`src/rtl/key_gate_defines.svh`:
```
// Constants for the secure key gate: key width, instructions, codes.
`ifndef KEY_GATE_DEFINES_SVH
`define KEY_GATE_DEFINES_SVH

`define KEY_BITS        64
`define KEY_CNT_BITS    7
`define IR_BITS         4
`define IR_KEY_LOAD     4'h8
`define IR_KEY_COMPARE  4'h9
`define IR_RESET_VALUE  4'hf
`define IR_CAPTURE      4'h1
`define CUSTOMER_KEY    64'h0123456789abcdef

`endif

```
`src/rtl/key_gate_pkg.sv`:
```
// Types shared by the secure key gate.
package key_gate_pkg;

    // Test access port pins after synchronisation.
    typedef struct packed {
        logic tck;
        logic tms;
        logic tdi;
        logic trst_n;
    } tap_pins_t;

    // Access grants driven towards the core.
    typedef struct packed {
        logic boot_external_en;
        logic fetch_rom_only;
        logic debug_en;
    } grant_t;

endpackage

```
`src/rtl/key_gate.sv`:
```
// Secure key gate: JTAG key scan-in and lock of boot, fetch and debug.
`timescale 1ns/1ps
`default_nettype none
`include "key_gate_defines.svh"

// Summary of operation
// - While secured, external boot loading stays disabled.
// - While secured, code is fetched from internal ROM only.
// - Secured and locked, debug access through the test port stays blocked.
// - A wrong key leaves the lock unchanged and grants nothing.
// - A matching, fully scanned key enables debug.
module key_gate #(
    parameter logic [`KEY_BITS-1:0] CUSTOMER_KEY = `CUSTOMER_KEY
) (
    input  wire logic                 clk,
    input  wire logic                 reset,
    input  wire logic                 secure_en,
    input  wire logic                 tck,
    input  wire logic                 tms,
    input  wire logic                 tdi,
    input  wire logic                 trst_n,
    output logic                      tdo_r,
    output logic                      tdo_oe_n_r,
    output key_gate_pkg::grant_t      grant_r,
    output logic                      unlocked_r
);

    // Standard test-port controller states; codes are left to the tool.
    typedef enum logic [3:0] {
        TEST_RESET, IDLE, SEL_DR, CAP_DR, SHIFT_DR, EXIT1_DR, PAUSE_DR,
        EXIT2_DR, UPD_DR, SEL_IR, CAP_IR, SHIFT_IR, EXIT1_IR, PAUSE_IR,
        EXIT2_IR, UPD_IR
    } tap_state_t;

    // Two-stage synchronisers; only stage two is read by logic.
    key_gate_pkg::tap_pins_t meta_r;
    key_gate_pkg::tap_pins_t sync_r;
    logic                    tck_d_r;
    logic                    tck_rise;
    logic                    tck_fall;
    key_gate_pkg::tap_pins_t meta_nxt;
    key_gate_pkg::tap_pins_t sync_nxt;
    logic                    tck_d_nxt;

    // Controller state and the instruction register with its shift stage.
    tap_state_t              st_r;
    tap_state_t              st_nxt;
    logic [`IR_BITS-1:0]     ir_r;
    logic [`IR_BITS-1:0]     ir_nxt;
    logic [`IR_BITS-1:0]     irs_r;
    logic [`IR_BITS-1:0]     irs_nxt;
    logic                    unlocked_nxt;
    logic                    tdo_nxt;
    logic                    tdo_oe_n_nxt;
    key_gate_pkg::grant_t    grant_nxt;
    logic                    test_reset;
    // Key path from the shift register, and its controls.
    logic                    key_clear;
    logic                    key_shift;
    logic [`KEY_BITS-1:0]    key_val;
    logic                    key_full;

    // Next TAP state for the present state and TMS.
    function automatic tap_state_t tap_next(input tap_state_t s,
                                            input logic m);
        case (s)
            TEST_RESET: tap_next = m ? TEST_RESET : IDLE;
            IDLE:       tap_next = m ? SEL_DR : IDLE;
            SEL_DR:     tap_next = m ? SEL_IR : CAP_DR;
            CAP_DR:     tap_next = m ? EXIT1_DR : SHIFT_DR;
            SHIFT_DR:   tap_next = m ? EXIT1_DR : SHIFT_DR;
            EXIT1_DR:   tap_next = m ? UPD_DR : PAUSE_DR;
            PAUSE_DR:   tap_next = m ? EXIT2_DR : PAUSE_DR;
            EXIT2_DR:   tap_next = m ? UPD_DR : SHIFT_DR;
            UPD_DR:     tap_next = m ? SEL_DR : IDLE;
            SEL_IR:     tap_next = m ? TEST_RESET : CAP_IR;
            CAP_IR:     tap_next = m ? EXIT1_IR : SHIFT_IR;
            SHIFT_IR:   tap_next = m ? EXIT1_IR : SHIFT_IR;
            EXIT1_IR:   tap_next = m ? UPD_IR : PAUSE_IR;
            PAUSE_IR:   tap_next = m ? EXIT2_IR : PAUSE_IR;
            EXIT2_IR:   tap_next = m ? UPD_IR : SHIFT_IR;
            UPD_IR:     tap_next = m ? SEL_DR : IDLE;
            default:    tap_next = TEST_RESET;
        endcase
    endfunction

    // Test clock is sampled, so it must run well below the system clock.
    // A faster test clock would lose edges, and nothing here detects that.
    assign tck_rise   = sync_r.tck & ~tck_d_r;
    assign tck_fall   = ~sync_r.tck & tck_d_r;
    assign test_reset = ~sync_r.trst_n;

    // Key register loads only under the key-load instruction.
    // Capture clears it, so stale bits from an earlier scan never count.
    assign key_clear = test_reset | (tck_rise && st_r == CAP_DR
                                     && ir_r == `IR_KEY_LOAD);
    assign key_shift = tck_rise && st_r == SHIFT_DR
                       && ir_r == `IR_KEY_LOAD;

    key_shift_reg #(
        .KEY_W (`KEY_BITS),
        .CNT_W (`KEY_CNT_BITS)
    ) u_key (
        .clk      (clk),
        .reset    (reset),
        .clear    (key_clear),
        .shift_en (key_shift),
        .bit_in   (sync_r.tdi),
        .key_r    (key_val),
        .full_r   (key_full)
    );

    // TAP controller, instruction register and the lock itself.
    always_comb begin
        st_nxt       = st_r;
        ir_nxt       = ir_r;
        irs_nxt      = irs_r;
        unlocked_nxt = unlocked_r;
        if (test_reset) begin
            st_nxt       = TEST_RESET;
            ir_nxt       = `IR_RESET_VALUE;
            unlocked_nxt = 1'b0;
        end else if (tck_rise) begin
            st_nxt = tap_next(st_r, sync_r.tms);
            if (st_r == TEST_RESET) begin
                ir_nxt = `IR_RESET_VALUE;
            end
            // Capture loads a fixed pattern a tester uses to check the chain.
            if (st_r == CAP_IR) begin
                irs_nxt = `IR_CAPTURE;
            end
            if (st_r == SHIFT_IR) begin
                irs_nxt = {sync_r.tdi, irs_r[`IR_BITS-1:1]};
            end
            if (st_r == UPD_IR) begin
                ir_nxt = irs_r;
            end
            // Compare runs under its own instruction, so a key still being
            // shifted is never judged half way. A wrong or partial key is
            // ignored: no lock change and nothing reported.
            if (st_r == UPD_DR && ir_r == `IR_KEY_COMPARE && key_full
                && key_val == CUSTOMER_KEY) begin
                unlocked_nxt = 1'b1;
            end
        end
    end

    // Outputs: grants and TDO; TDO changes on the falling test clock.
    // Grants are plain levels that follow secure_en one clock later.
    // TDO drives only in the shift states and is released elsewhere.
    always_comb begin
        grant_nxt.boot_external_en = ~secure_en;
        grant_nxt.fetch_rom_only   = secure_en;
        grant_nxt.debug_en = ~secure_en | unlocked_r;
        tdo_nxt      = tdo_r;
        tdo_oe_n_nxt = tdo_oe_n_r;
        if (test_reset) begin
            tdo_oe_n_nxt = 1'b1;
        end else if (tck_fall) begin
            tdo_oe_n_nxt = ~(st_r == SHIFT_IR || st_r == SHIFT_DR);
            // Key data is never read back, so the key cannot leak.
            tdo_nxt = (st_r == SHIFT_IR) ? irs_r[0]
                    : (st_r == SHIFT_DR) ? unlocked_r : 1'b0;
        end
    end

    // Pin synchroniser next values. Only stage two reads stage one, so a
    // metastable first stage never reaches any logic.
    always_comb begin
        meta_nxt  = '{tck: tck, tms: tms, tdi: tdi, trst_n: trst_n};
        sync_nxt  = meta_r;
        tck_d_nxt = sync_r.tck;
    end

    // Synchroniser registers. Both stages reset with trst_n low, so the
    // port sits in test-logic-reset for two more cycles after reset.
    // The test clock history resets low, its idle level, so no false
    // rising edge follows reset.
    always_ff @(posedge clk) begin
        if (reset) begin
            meta_r  <= '0;
            sync_r  <= '0;
            tck_d_r <= 1'b0;
        end else begin
            meta_r  <= meta_nxt;
            sync_r  <= sync_nxt;
            tck_d_r <= tck_d_nxt;
        end
    end

    // Port controller and lock registers. The lock has no path back to
    // zero other than the two resets.
    always_ff @(posedge clk) begin
        if (reset) begin
            st_r       <= TEST_RESET;
            ir_r       <= `IR_RESET_VALUE;
            irs_r      <= '0;
            unlocked_r <= 1'b0;
        end else begin
            st_r       <= st_nxt;
            ir_r       <= ir_nxt;
            irs_r      <= irs_nxt;
            unlocked_r <= unlocked_nxt;
        end
    end

    // Output registers. The gate comes out of reset secured, so grants
    // hold the locked pattern until secure_en has been sampled.
    always_ff @(posedge clk) begin
        if (reset) begin
            tdo_r      <= 1'b0;
            tdo_oe_n_r <= 1'b1;
            grant_r    <= '{boot_external_en: 1'b0, fetch_rom_only: 1'b1,
                            debug_en: 1'b0};
        end else begin
            tdo_r      <= tdo_nxt;
            tdo_oe_n_r <= tdo_oe_n_nxt;
            grant_r    <= grant_nxt;
        end
    end

endmodule
`default_nettype wire

```
`src/rtl/key_shift_reg.sv`:
```
// Key shift register with a count, saturating at KEY_W, of bits taken since the last load start.
`timescale 1ns/1ps
`default_nettype none
`include "key_gate_defines.svh"

module key_shift_reg #(
    parameter int KEY_W = `KEY_BITS,
    parameter int CNT_W = `KEY_CNT_BITS
) (
    input  wire logic             clk,
    input  wire logic             reset,
    input  wire logic             clear,
    input  wire logic             shift_en,
    input  wire logic             bit_in,
    output logic [KEY_W-1:0]      key_r,
    output logic                  full_r
);

    logic [KEY_W-1:0] key_nxt;
    logic [CNT_W-1:0] cnt_r;
    logic [CNT_W-1:0] cnt_nxt;
    logic             full_nxt;

    // Bits enter at the top, so the first bit ends at the bottom.
    always_comb begin
        key_nxt  = key_r;
        cnt_nxt  = cnt_r;
        full_nxt = full_r;
        if (clear) begin
            key_nxt  = '0;
            cnt_nxt  = '0;
            full_nxt = 1'b0;
        end else if (shift_en) begin
            key_nxt = {bit_in, key_r[KEY_W-1:1]};
            if (!full_r) begin
                cnt_nxt  = cnt_r + 1'b1;
                full_nxt = (cnt_r == CNT_W'(KEY_W - 1));
            end
        end
    end

    // Registers only.
    always_ff @(posedge clk) begin
        if (reset) begin
            key_r  <= '0;
            cnt_r  <= '0;
            full_r <= 1'b0;
        end else begin
            key_r  <= key_nxt;
            cnt_r  <= cnt_nxt;
            full_r <= full_nxt;
        end
    end

endmodule
`default_nettype wire

```
`config.mk`:
```
export PLATFORM = sky130hd
export DESIGN_NAME = key_gate
export DESIGN_NICKNAME = d
export VERILOG_FILES = /design/src/rtl/key_gate_pkg.sv /design/src/rtl/key_gate.sv /design/src/rtl/key_shift_reg.sv
export VERILOG_INCLUDE_DIRS = /design/src /design/src/rtl
export SDC_FILE = /design/constraint.sdc
export NUM_CORES = 1
export LEC_CHECK = 0
export ABC_AREA = 1
export ABC_CLOCK_PERIOD_IN_PS = 1500
export BUFFER_PORTS_ARGS = -buffer_cell sky130_fd_sc_hd__buf_2
export CORE_ASPECT_RATIO = 1.1
export CORE_MARGIN = 5
export CORE_UTILIZATION = 55
export DETAILED_ROUTE_END_ITERATION = 8
export GPL_ROUTABILITY_DRIVEN = 0
export PLACE_DENSITY = 0.83
export REMOVE_ABC_BUFFERS = 1
export SYNTH_ARGS = -nofsm -noshare
export SYNTH_HDL_FRONTEND = slang
export SYNTH_SLANG_ARGS = --single-unit
```
`constraint.sdc`:
```
create_clock -name clk -period 1.5 [get_ports clk]
set_input_delay 0.075 -clock clk [delete_from_list [all_inputs] [get_ports clk]]
set_output_delay 0.075 -clock clk [all_outputs]
set_load 0.005 [all_outputs]
```
==> out/metrics.cfg, run 1 <==
[pwr]
combPwrFrac_pct=2.4
p_sw_w=0.001024
total_leakage_power_nw=1.715
sw_frac_of_total_pct=23.61
p_seq_share_pct=61.0
power_density_nw_per_um2=936.9
power.share.clock_pct=36.6
internal-power_w=0.003314
peakVddDrop_mv=0.5951

[synth]
seq_area_frac_synth_pct=48.89
syn_area_per_cell_um2=7.239
yosys_register_bits=99
synthFlopType=dfxtp_1
netlist-cell-type-count=27
synthDominantAreaCellType=dfxtp_1
ys_top_cells_by_count=nand2_1, dfxtp_1, a21oi_1
async_flop_share_pct=0
synth.cell_area_um2=4054
yosys.area.top_type_share_pct=48.89
synth-edff-count=0
ys_top_cells_by_area=dfxtp_1, nand2_1, a21oi_1
yosys_warnings=0
synth.most_common_cell=nand2_1
synthCells=560

[sta]
setup_tns_ns=-0.4417
grt_setup_unrepaired=true
min_period_ns=1.530
setup_viol=32
relSlewSlack_pct=71.74
hold-worst-slack_ns=0.07038
finalClockSkew_ns=0.01166
worstMarginPinSlew_ns=0.4206
clock.fmax_ghz=0.6535
timing.final.ws_setup_ns=-0.03029
drv_slew=0
finalHoldViolations=0
fin_crit_sh_pct=102.0

[layout]
syn_to_final_growth_pct=14.23
postLayoutCellArea_um2=4631
drive_above_1_share_pct=14.60
ff_latch_area_um2=1988
diodes=0
fillers=590
nets=599
multiInputGateArea_um2=1777
fin_util_pct=65.34

[route]
drc=0
drtIter0Drc=270
vias_per_cell=5.385
via_count=3667
finalWirelength_um=8926
antenna_left=0
firstDrtPassIters=7
detail_route.wl_per_cell_um=13.11

[global_route]
grt_pass1_wl_um=14430
gr-usage-met3_pct=3.448
use_met1_pct=22.75
gr-max-usage-layer=met2
first_global_vias=3326
grt_max_degree=29
overflow=0
gr-usage-all-layers_pct=19.08
antenna_found_initial=0
gr-usage-met2_pct=33.43

[placement]
dp_hpwl_um=5811
place_area_um2=4250
portBuffers=12

[critical_path]
critPathLaunchType=register
critPathKind=reg -> reg
cp.arrival_ns=1.78
cp_max_fo=5
endpoint_kind=register
cp.required_ns=1.75

[floorplanning]
fp.dieW_um=91.86
io_pins=13
core.rowCount=32
coreArea_um2=7087
dieArea_um2=9190
start_util_pct=57.20
die_h_um=100.0

[status]
status=complete, but fails checks
violations=negative setup slack

[clock_tree]
clock_latency_ns=0.37
cts_sinks=99
clkTransAtPathRegs_ns=0.10
cts_tree=yes
numCtsBuffers=9
h-tree-depth=3
cts_buffer_depth=2
cts_root_buffer=clkbuf_8

[flow_run]
drv_cap=0

[hold_path]
hold_path.class=in -> reg

layout make-up:
class	instances	share of cell area, %
tap	85	2.297
multi-input combinational	386	38.37
clock buffer	9	2.675
timing repair inverter	2	0.2162
inverter	53	4.512
clock inverter	7	1.270
timing repair buffer	40	7.728
sequential	99	42.93
power groups by stage:
stage	combinational (W)	clock (W)	sequential (W)
after global placement	0.0000752	0	0.00271
after CTS	0.0000879	0.00161	0.00265
after detailed placement	0.0000776	0	0.00271
final	0.000104	0.00159	0.00265
after floorplan	0.0000396	0	0.00271
after global routing	0.000114	0.00175	0.00265
metrics by stage:
step	setup slack, ns	power, W	std cells
6_report	-0.03029	0.004338	681
3_5_place_dp	0.02783	0.002786	653
5_1_grt	-0.1168	0.004511	681
2_1_floorplan	-0.9432	0.002748	538
4_1_cts	0.01048	0.004344	674
3_3_place_gp	0.03128	0.002783	653
final timing paths:
kind | startpoint | end | slack [ns] | depth (start not counted)
hold / removal | reset | tck_d_nxt$_SDFF_PP0_ | 0.07 | 3
hold reg to reg | meta_r[2]$_SDFF_PP0_ | sync_r[2]$_SDFF_PP0_ | 0.41 | 2
setup / recovery | tck_d_r$_SDFF_PP0_ | u_key.key_r[56]$_SDFFE_PP0P_ | -0.03 | 9
setup reg to reg | tck_d_r$_SDFF_PP0_ | u_key.key_r[56]$_SDFFE_PP0P_ | -0.03 | 9
worst max-delay path, cell delays in order, from the launching register on:
cell	delay [ns]
dfxtp_1	0.32
inv_1	0.08
nand2_2	0.10
nor2_4	0.15
nand2_2	0.09
o21ai_4	0.27
buf_4	0.17
clkinv_2	0.08
o21ai_0	0.09
a21oi_1	0.06
sequential cells by signal, indices dropped and copies added (netlist names):
| register | flops |
|---|---|
| grant_r | 3 |
| ir_r | 4 |
| irs_r | 4 |
| meta_r | 4 |
| st_r | 4 |
| sync_r | 3 |
| tck_d_nxt | 1 |
| tck_d_r | 1 |
| tdo_oe_n_r | 1 |
| tdo_r | 1 |
| u_key.cnt_r | 7 |
| u_key.full_r | 1 |
| u_key.key_r | 64 |
| unlocked_r | 1 |
cell usage in the layout, fill, tap and decap left out, types with 2 or more instances in the layout:
cell           Yosys  layout
o22ai_1            4       4
o211ai_1           2       2
nor2_1            59      55
nand2_2            4       7
clkbuf_8           0       9
buf_6              6       2
xnor2_1            2       2
buf_2             12      12
nor2_2             4       6
clkinv_2           0       3
o21ai_0            9       8
o21ai_1           16      17
inv_6              0       2
buf_4              2      16
dfxtp_1           99      94
inv_1             46      45
dfxtp_2            0       5
nand2_1          171     167
nand4_1            8       8
a21oi_1           83      83
nand3_1           12      12
inv_2              7       5
inv_4              0       2
clkinv_4           0       3
dlygate4sd3_1      0       5
buf_12             0       4
nor2_4             1       3
nor3_1             5       4
routing by layer:
layer  wire (um)  vias up
li1            -     1849
met1        3785     1688
met2        4515      101
met3         378       29
met4         247        0
met5           0        -
cells by family (layout without fill, tap and decap cells):
| group | after synthesis | in the layout | synth area share (%) |
|---|---|---|---|
| buffers and inverters | 75 | 111 | 8.611 |
| and+or+nand+nor | 266 | 266 | 26.82 |
| AOI/OAI and AO/OA | 116 | 116 | 14.72 |
| xor gates and xnor gates | 3 | 3 | 0.6483 |
| adders and majority gates | 1 | 1 | 0.3086 |
| DFF | 99 | 99 | 48.89 |
what timing repair did:
| action | CTS | global route |
|---|---|---|
| gates resized for setup | 0 | 31 |
| hold buffers | 5 | 0 |
| setup endpoints to repair | 0 | 80 |
| hold endpoints to repair | 7 | 0 |
| buffers inserted | 0 | 4 |
Note: power is estimated with default switching activity, not from simulation.
==> inputs of run 2 (changes only) <==
- ABC_CLOCK_PERIOD_IN_PS: 1500 -> 1900
- CORE_UTILIZATION: 55 -> 60
- PLACE_DENSITY: 0.83 -> 0.85
- clock period: 1.5 -> 1.9 ns (I/O delays scaled with it)
==> out/metrics.cfg, run 2 (synthesis gave the netlist of run 1 again) <==
[critical_path]
critical-path-max-stage-delay_ns=0.42  ; +0.10 ns
crit_top_cell=nor2_1
r2r-start=st_r[3]$_SDFFE_PP0P_
setup.worst_path.start=st_r[3]$_SDFFE_PP0P_
crit_chain=inv_1 > nor2_1 > nand2_1 > nor3_2 > inv_2 > nor3_1 > nor2_1
endpoint_kind=register
critPathLaunchType=register
critPathSlowestCell=dfxtp_1
critPathKind=reg -> reg
cp.required_ns=2.16  ; +0.41 ns
cp.arrival_ns=1.87  ; +0.09 ns
cp_max_fo=5  ; unchanged

[pwr]
p_seq_share_pct=62.0  ; +1.0 points
power_density_nw_per_um2=769.0  ; -18%
combPwrFrac_pct=2.0  ; -0.4 points
total_leakage_power_nw=1.578  ; -8.0%
sw_frac_of_total_pct=22.30  ; -1.3 points
power_w=0.003371  ; -22%
internal-power_w=0.002620  ; -21%
p_sw_w=0.0007517  ; -27%
power.share.clock_pct=35.9  ; -0.7 points
peakVddDrop_mv=0.6035  ; +1.4%

[placement]
place_area_um2=4159  ; -2.1%
portBuffers=12  ; unchanged
dpl.cell_count=640  ; -2.0%
dp_hpwl_um=5825  ; +0.25%

[sta]
grt_setup_unrepaired=false
min_period_ns=1.608  ; +0.07777 ns
fin_crit_sh_pct=84.63  ; -17 points
clock.fmax_ghz=0.6219  ; -4.8%
drv_slew=0  ; unchanged
finalClockSkew_ns=0.01606  ; +0.004400 ns
setup_viol=0  ; -100%
worstMarginPinSlew_ns=0.4206  ; +0.000002742 ns
finalHoldViolations=0  ; unchanged
setup_tns_ns=0  ; +0.4417 ns
relSlewSlack_pct=71.74  ; about the same

[global_route]
gr-usage-all-layers_pct=21.57  ; +2.5 points
first_global_vias=3375  ; +1.5%
antenna_found_initial=0  ; unchanged
grt_max_degree=52  ; +79%
grt_pass1_wl_um=14440  ; about the same
overflow=0  ; unchanged

[layout]
reg.largest.list=u_key.key_r x64, u_key.cnt_r x7
layout_common_cells=nand2_1, dfxtp_1, a21oi_1
largest_reg_flops=64  ; unchanged
top_register=u_key.key_r
drive_above_1_share_pct=9.343  ; -5.3 points
syn_to_final_growth_pct=8.148
fillers=562  ; -4.7%
postLayoutCellArea_um2=4384  ; -5.3%
stdcell_count=660  ; -3.1%
nets=582  ; -2.8%
final_common_cell=nand2_1
diodes=0  ; unchanged

[clock_tree]
clock_latency_ns=0.36  ; about the same
cts_setup_buffers=0  ; unchanged
numCtsBuffers=9  ; unchanged
h-tree-depth=3  ; unchanged
cts_tree=yes
cts_resized=0  ; unchanged
cts_buffer_depth=2  ; unchanged
cts_sinks=99  ; unchanged
clkTransAtPathRegs_ns=0.10  ; about the same
cts_root_buffer=clkbuf_8

[route]
finalWirelength_um=8333  ; -6.6%
via_count=3512  ; -4.2%
vias_per_cell=5.321  ; -1.2%
firstDrtPassIters=4  ; -3
detail_route.wl_per_cell_um=12.63  ; -3.7%
drc=0  ; unchanged
drtIter0Drc=187  ; -31%
antenna_left=0  ; unchanged

[floorplanning]
die_h_um=96.21  ; -3.8%
coreArea_um2=6594  ; -7.0%
io_pins=13  ; unchanged
core.rowCount=31  ; -3.1%
fp.dieW_um=88.37  ; -3.8%
start_util_pct=61.48  ; +4.3 points
dieArea_um2=8502  ; -7.5%

[status]
status=finished, final reports clean

[hold_path]
hold_start=reset
hold_path.class=in -> reg

[flow_run]
drv_cap=0  ; unchanged

==> run 2: changes by cell type in the layout (fill, tap and decap cells not counted), moves of 3 or more <==
cell,before,now
nor2_1,55,59
nand2_1,167,171
nand2_2,7,4
buf_4,16,6
dfxtp_1,94,99
dfxtp_2,5,0
==> run 2: critical path, delay by kind of cell (launching register included) <==
family                 cells  cell delay, ns
buffers and inverters      2            0.19
DFF                        1            0.42
and+or+nand+nor            5            0.89
==> run 2: repair_timing <==
item,CTS,global route
endpoints found under the setup margin,0,0
hold buffers,5,0
hold endpoints to repair,7,0
==> run 2: through the flow <==
stage	util, %	setup WS, ns	hold WS [ns]
after detailed placement	63.07	0.3358	0.2958
after global placement	63.07	0.3807	0.2856
after floorplan	-	-0.5432	0.1641
final	66.49	0.2919	0.06636
after CTS	66.49	0.3084	0.04489
after global routing	66.49	0.1024	0.06174
==> run 2: cell type report <==
class / instances / area (um2) / area share, %
Sequential cell: 99 / 1982 / 45.21
Inverter: 53 / 198.9 / 4.538
Clock buffer: 10 / 137.6 / 3.139
Clock inverter: 5 / 37.54 / 0.8562
Tap cell: 82 / 102.6 / 2.340
Timing Repair Buffer: 25 / 195.2 / 4.452
Multi-Input combinational cell: 386 / 1730 / 39.47
==> run 2: final timing paths <==
| path | end | slack [ns] | depth (start not counted) |
|---|---|---|---|
| worst min-delay path | sync_r[2]$_SDFF_PP0_ | 0.07 | 2 |
| worst min register to register | sync_r[1]$_SDFF_PP0_ | 0.41 | 2 |
| worst max register to register | irs_r[0]$_SDFFE_PP0P_ | 0.29 | 7 |
| worst max-delay path | irs_r[0]$_SDFFE_PP0P_ | 0.29 | 7 |
==> run 2: power by group through the flow <==
stage                     Clock (W)  Sequential, W  Combinational, W
final                       0.00121        0.00209         0.0000686
after global routing        0.00133        0.00209         0.0000763
after CTS                   0.00124        0.00209         0.0000680
after detailed placement          0        0.00214         0.0000598
after global placement            0        0.00214         0.0000568
after floorplan                   0        0.00214         0.0000312
==> run 2: per-layer routing <==
layer / part of all wire [%] / vias to the layer above / GRT usage, %
met5: 0 / - / 0
met1: 42 / 1607 / 25.07
met3: 3.6 / 21 / 4.452
met2: 51 / 69 / 36.91
met4: 3.1 / 0 / 11.71
li1: - / 1815 / -
==> inputs of run 3 (changes only) <==
- ABC_AREA: 1 -> 0
- ABC_CLOCK_PERIOD_IN_PS: 1900 -> 1500
- clock period: 1.9 -> 1.5 ns (I/O delays scaled with it)
==> out/metrics.cfg, run 3 <==
[sta]
grt_setup_unrepaired=true
setup_viol=81  ; +81
drv_slew=0  ; unchanged
timing.final.ws_setup_ns=-0.3301  ; -0.6221 ns
relSlewSlack_pct=60.58  ; -11 points
worstMarginPinSlew_ns=0.5834  ; +0.1627 ns
setup_tns_ns=-19.21  ; -19.21 ns
finalHoldViolations=0  ; unchanged
clock.fmax_ghz=0.5464  ; -12%
finalClockSkew_ns=0.008199  ; -0.007857 ns
fin_crit_sh_pct=122.0  ; +37 points
min_period_ns=1.830  ; +0.2221 ns

[status]
violations=negative setup slack
status=complete, but fails checks

[synth]
synthDominantAreaCellType=dfxtp_1
async_flop_share_pct=0  ; unchanged
netlist-cell-type-count=48  ; +78%
ys_top_cells_by_area=dfxtp_1, nand2_1, a21oi_2
synth-edff-count=0  ; unchanged
yosys.area.top_type_share_pct=48.22  ; -0.67 points
yosys_register_bits=99  ; unchanged
syn_area_per_cell_um2=8.690  ; +20%
synth.cell_area_um2=4110  ; +1.4%
synth.most_common_cell=nand2_1
synthCells=473  ; -16%
seq_area_frac_synth_pct=48.22  ; -0.67 points
ys_top_cells_by_count=nand2_1, dfxtp_1, a21oi_1, a21oi_2
synthFlopType=dfxtp_1
yosys_warnings=0  ; unchanged

[layout]
postLayoutCellArea_um2=5535  ; +26%
top_register=u_key.key_r
layout_common_cells=nand2_1, dfxtp_1, a21oi_2
final_common_cell=nand2_1
syn_to_final_growth_pct=34.67
nets=556  ; -4.5%
drive_above_1_share_pct=41.77  ; +32 points
reg.largest.list=u_key.key_r x64, u_key.cnt_r x7
diodes=0  ; unchanged
largest_reg_flops=64  ; unchanged

[floorplanning]
core.rowCount=31  ; unchanged
dieArea_um2=8607  ; +1.2%
coreArea_um2=6633  ; +0.59%
io_pins=13  ; unchanged
fp.dieW_um=88.92  ; +0.62%
start_util_pct=61.97  ; +0.49 points
die_h_um=96.81  ; +0.62%

[critical_path]
cp.required_ns=1.81  ; -0.35 ns
critPathLaunchType=register
cp_max_fo=2  ; -3
critPathKind=reg -> reg
endpoint_kind=register
cp.arrival_ns=2.14  ; +0.27 ns
r2r_setup_slack_ns=-0.33  ; -0.62 ns

[hold_path]
hold_path.class=in -> reg

[pwr]
peakVddDrop_mv=0.9512  ; +58%
power_density_nw_per_um2=818.5  ; +6.4%
total_leakage_power_nw=1.899  ; +20%
power_w=0.004530  ; +34%

[global_route]
first_global_vias=3887  ; +15%
grt_max_degree=65  ; +25%
overflow=0  ; unchanged
antenna_found_initial=0  ; unchanged
gr-usage-all-layers_pct=26.31  ; +4.7 points
grt_pass1_wl_um=18170  ; +26%

[clock_tree]
clkTransAtPathRegs_ns=0.09  ; about the same
cts_buffer_depth=2  ; unchanged
cts_sinks=99  ; unchanged
h-tree-depth=3  ; unchanged
numCtsBuffers=9  ; unchanged
clock_latency_ns=0.38  ; +0.02 ns
cts_tree=yes
cts_root_buffer=clkbuf_8

[route]
detail_route.wl_per_cell_um=22.18  ; +76%
vias_per_cell=6.520  ; +23%
drtIter0Drc=560  ; +200%
finalWirelength_um=14080  ; +69%
via_count=4140  ; +18%
firstDrtPassIters=7  ; +3
antenna_left=0  ; unchanged
drc=0  ; unchanged

[placement]
place_area_um2=4588  ; +10%
dp_hpwl_um=6062  ; +4.1%
portBuffers=12  ; unchanged
pre_cts_slack_ns=-0.2025  ; -0.5383 ns

[flow_run]
drv_cap=0  ; unchanged

run 3: worst max-delay path, cell delays in order (launching register included):
cell and delay (ns):
dfxtp_1 0.35, nor4bb_1 0.55, nand4_1 0.20, or4_4 0.56
o22ai_2 0.10
run 3: where the power goes:
group	leakage (nW)	switching, W	internal [W]	total [W]
Combinational	1.00	0.0000795	0.0000707	0.000150
Sequential	0.805	0.00000684	0.00264	0.00264
Clock	0.0947	0.000918	0.000819	0.00174
Total	1.90	0.00100	0.00353	0.00453
run 3: cell families after synthesis:
family / synth area share, %
xor+xnor: 0.8525
fa+ha+maj: 0.3044
simple gates: 26.91
buf+inv: 5.266
flops: 48.22
compound gates: 18.45
run 3: stage by stage:
step                      cells  hold slack, ns  util [%]
final                       635          0.1265     83.46
after global routing        635          0.1322     83.46
after detailed placement    595          0.2738     69.18
after CTS                   628         0.09760     76.82
after floorplan             444          0.1441         -
after global placement      595          0.2660     69.18
run 3: path summary, 6_finish.rpt:
| kind | cells after the start | to | from |
|---|---|---|---|
| max | 4 | unlocked_r$_SDFFE_PP0P_ | u_key.key_r[19]$_SDFFE_PP0P_ |
| min | 3 | irs_r[1]$_SDFFE_PP0P_ | reset |
| max reg2reg | 4 | unlocked_r$_SDFFE_PP0P_ | u_key.key_r[19]$_SDFFE_PP0P_ |
| min reg2reg | 1 | sync_r[0]$_SDFF_PP0_ | meta_r[0]$_SDFF_PP0_ |
run 3: final cells by class:
class,count,area (um2)
multi-input combinational,337,2243
sequential,99,2002
fill,315,1097
timing repair buffer,93,969.7
clock buffer,14,152.6
tap,82,102.6
clock inverter,2,35.03
inverter,8,30.03
run 3: repair_timing:
action,CTS,global route
gates resized for setup,34,81
hold buffers,5,0
buffers inserted,9,1
hold endpoints to repair,7,0
endpoints found under the setup margin,77,84
pin swaps,13,25
gates cloned,3,6
run 3: metal layers:
metal	vias to the layer above	track usage (%)	share of wire (%)
met3	98	5.607	9.2
met4	0	10.58	5.7
li1	1779	-	-
met2	298	43.20	49
met5	-	0	0
met1	1965	32.92	36
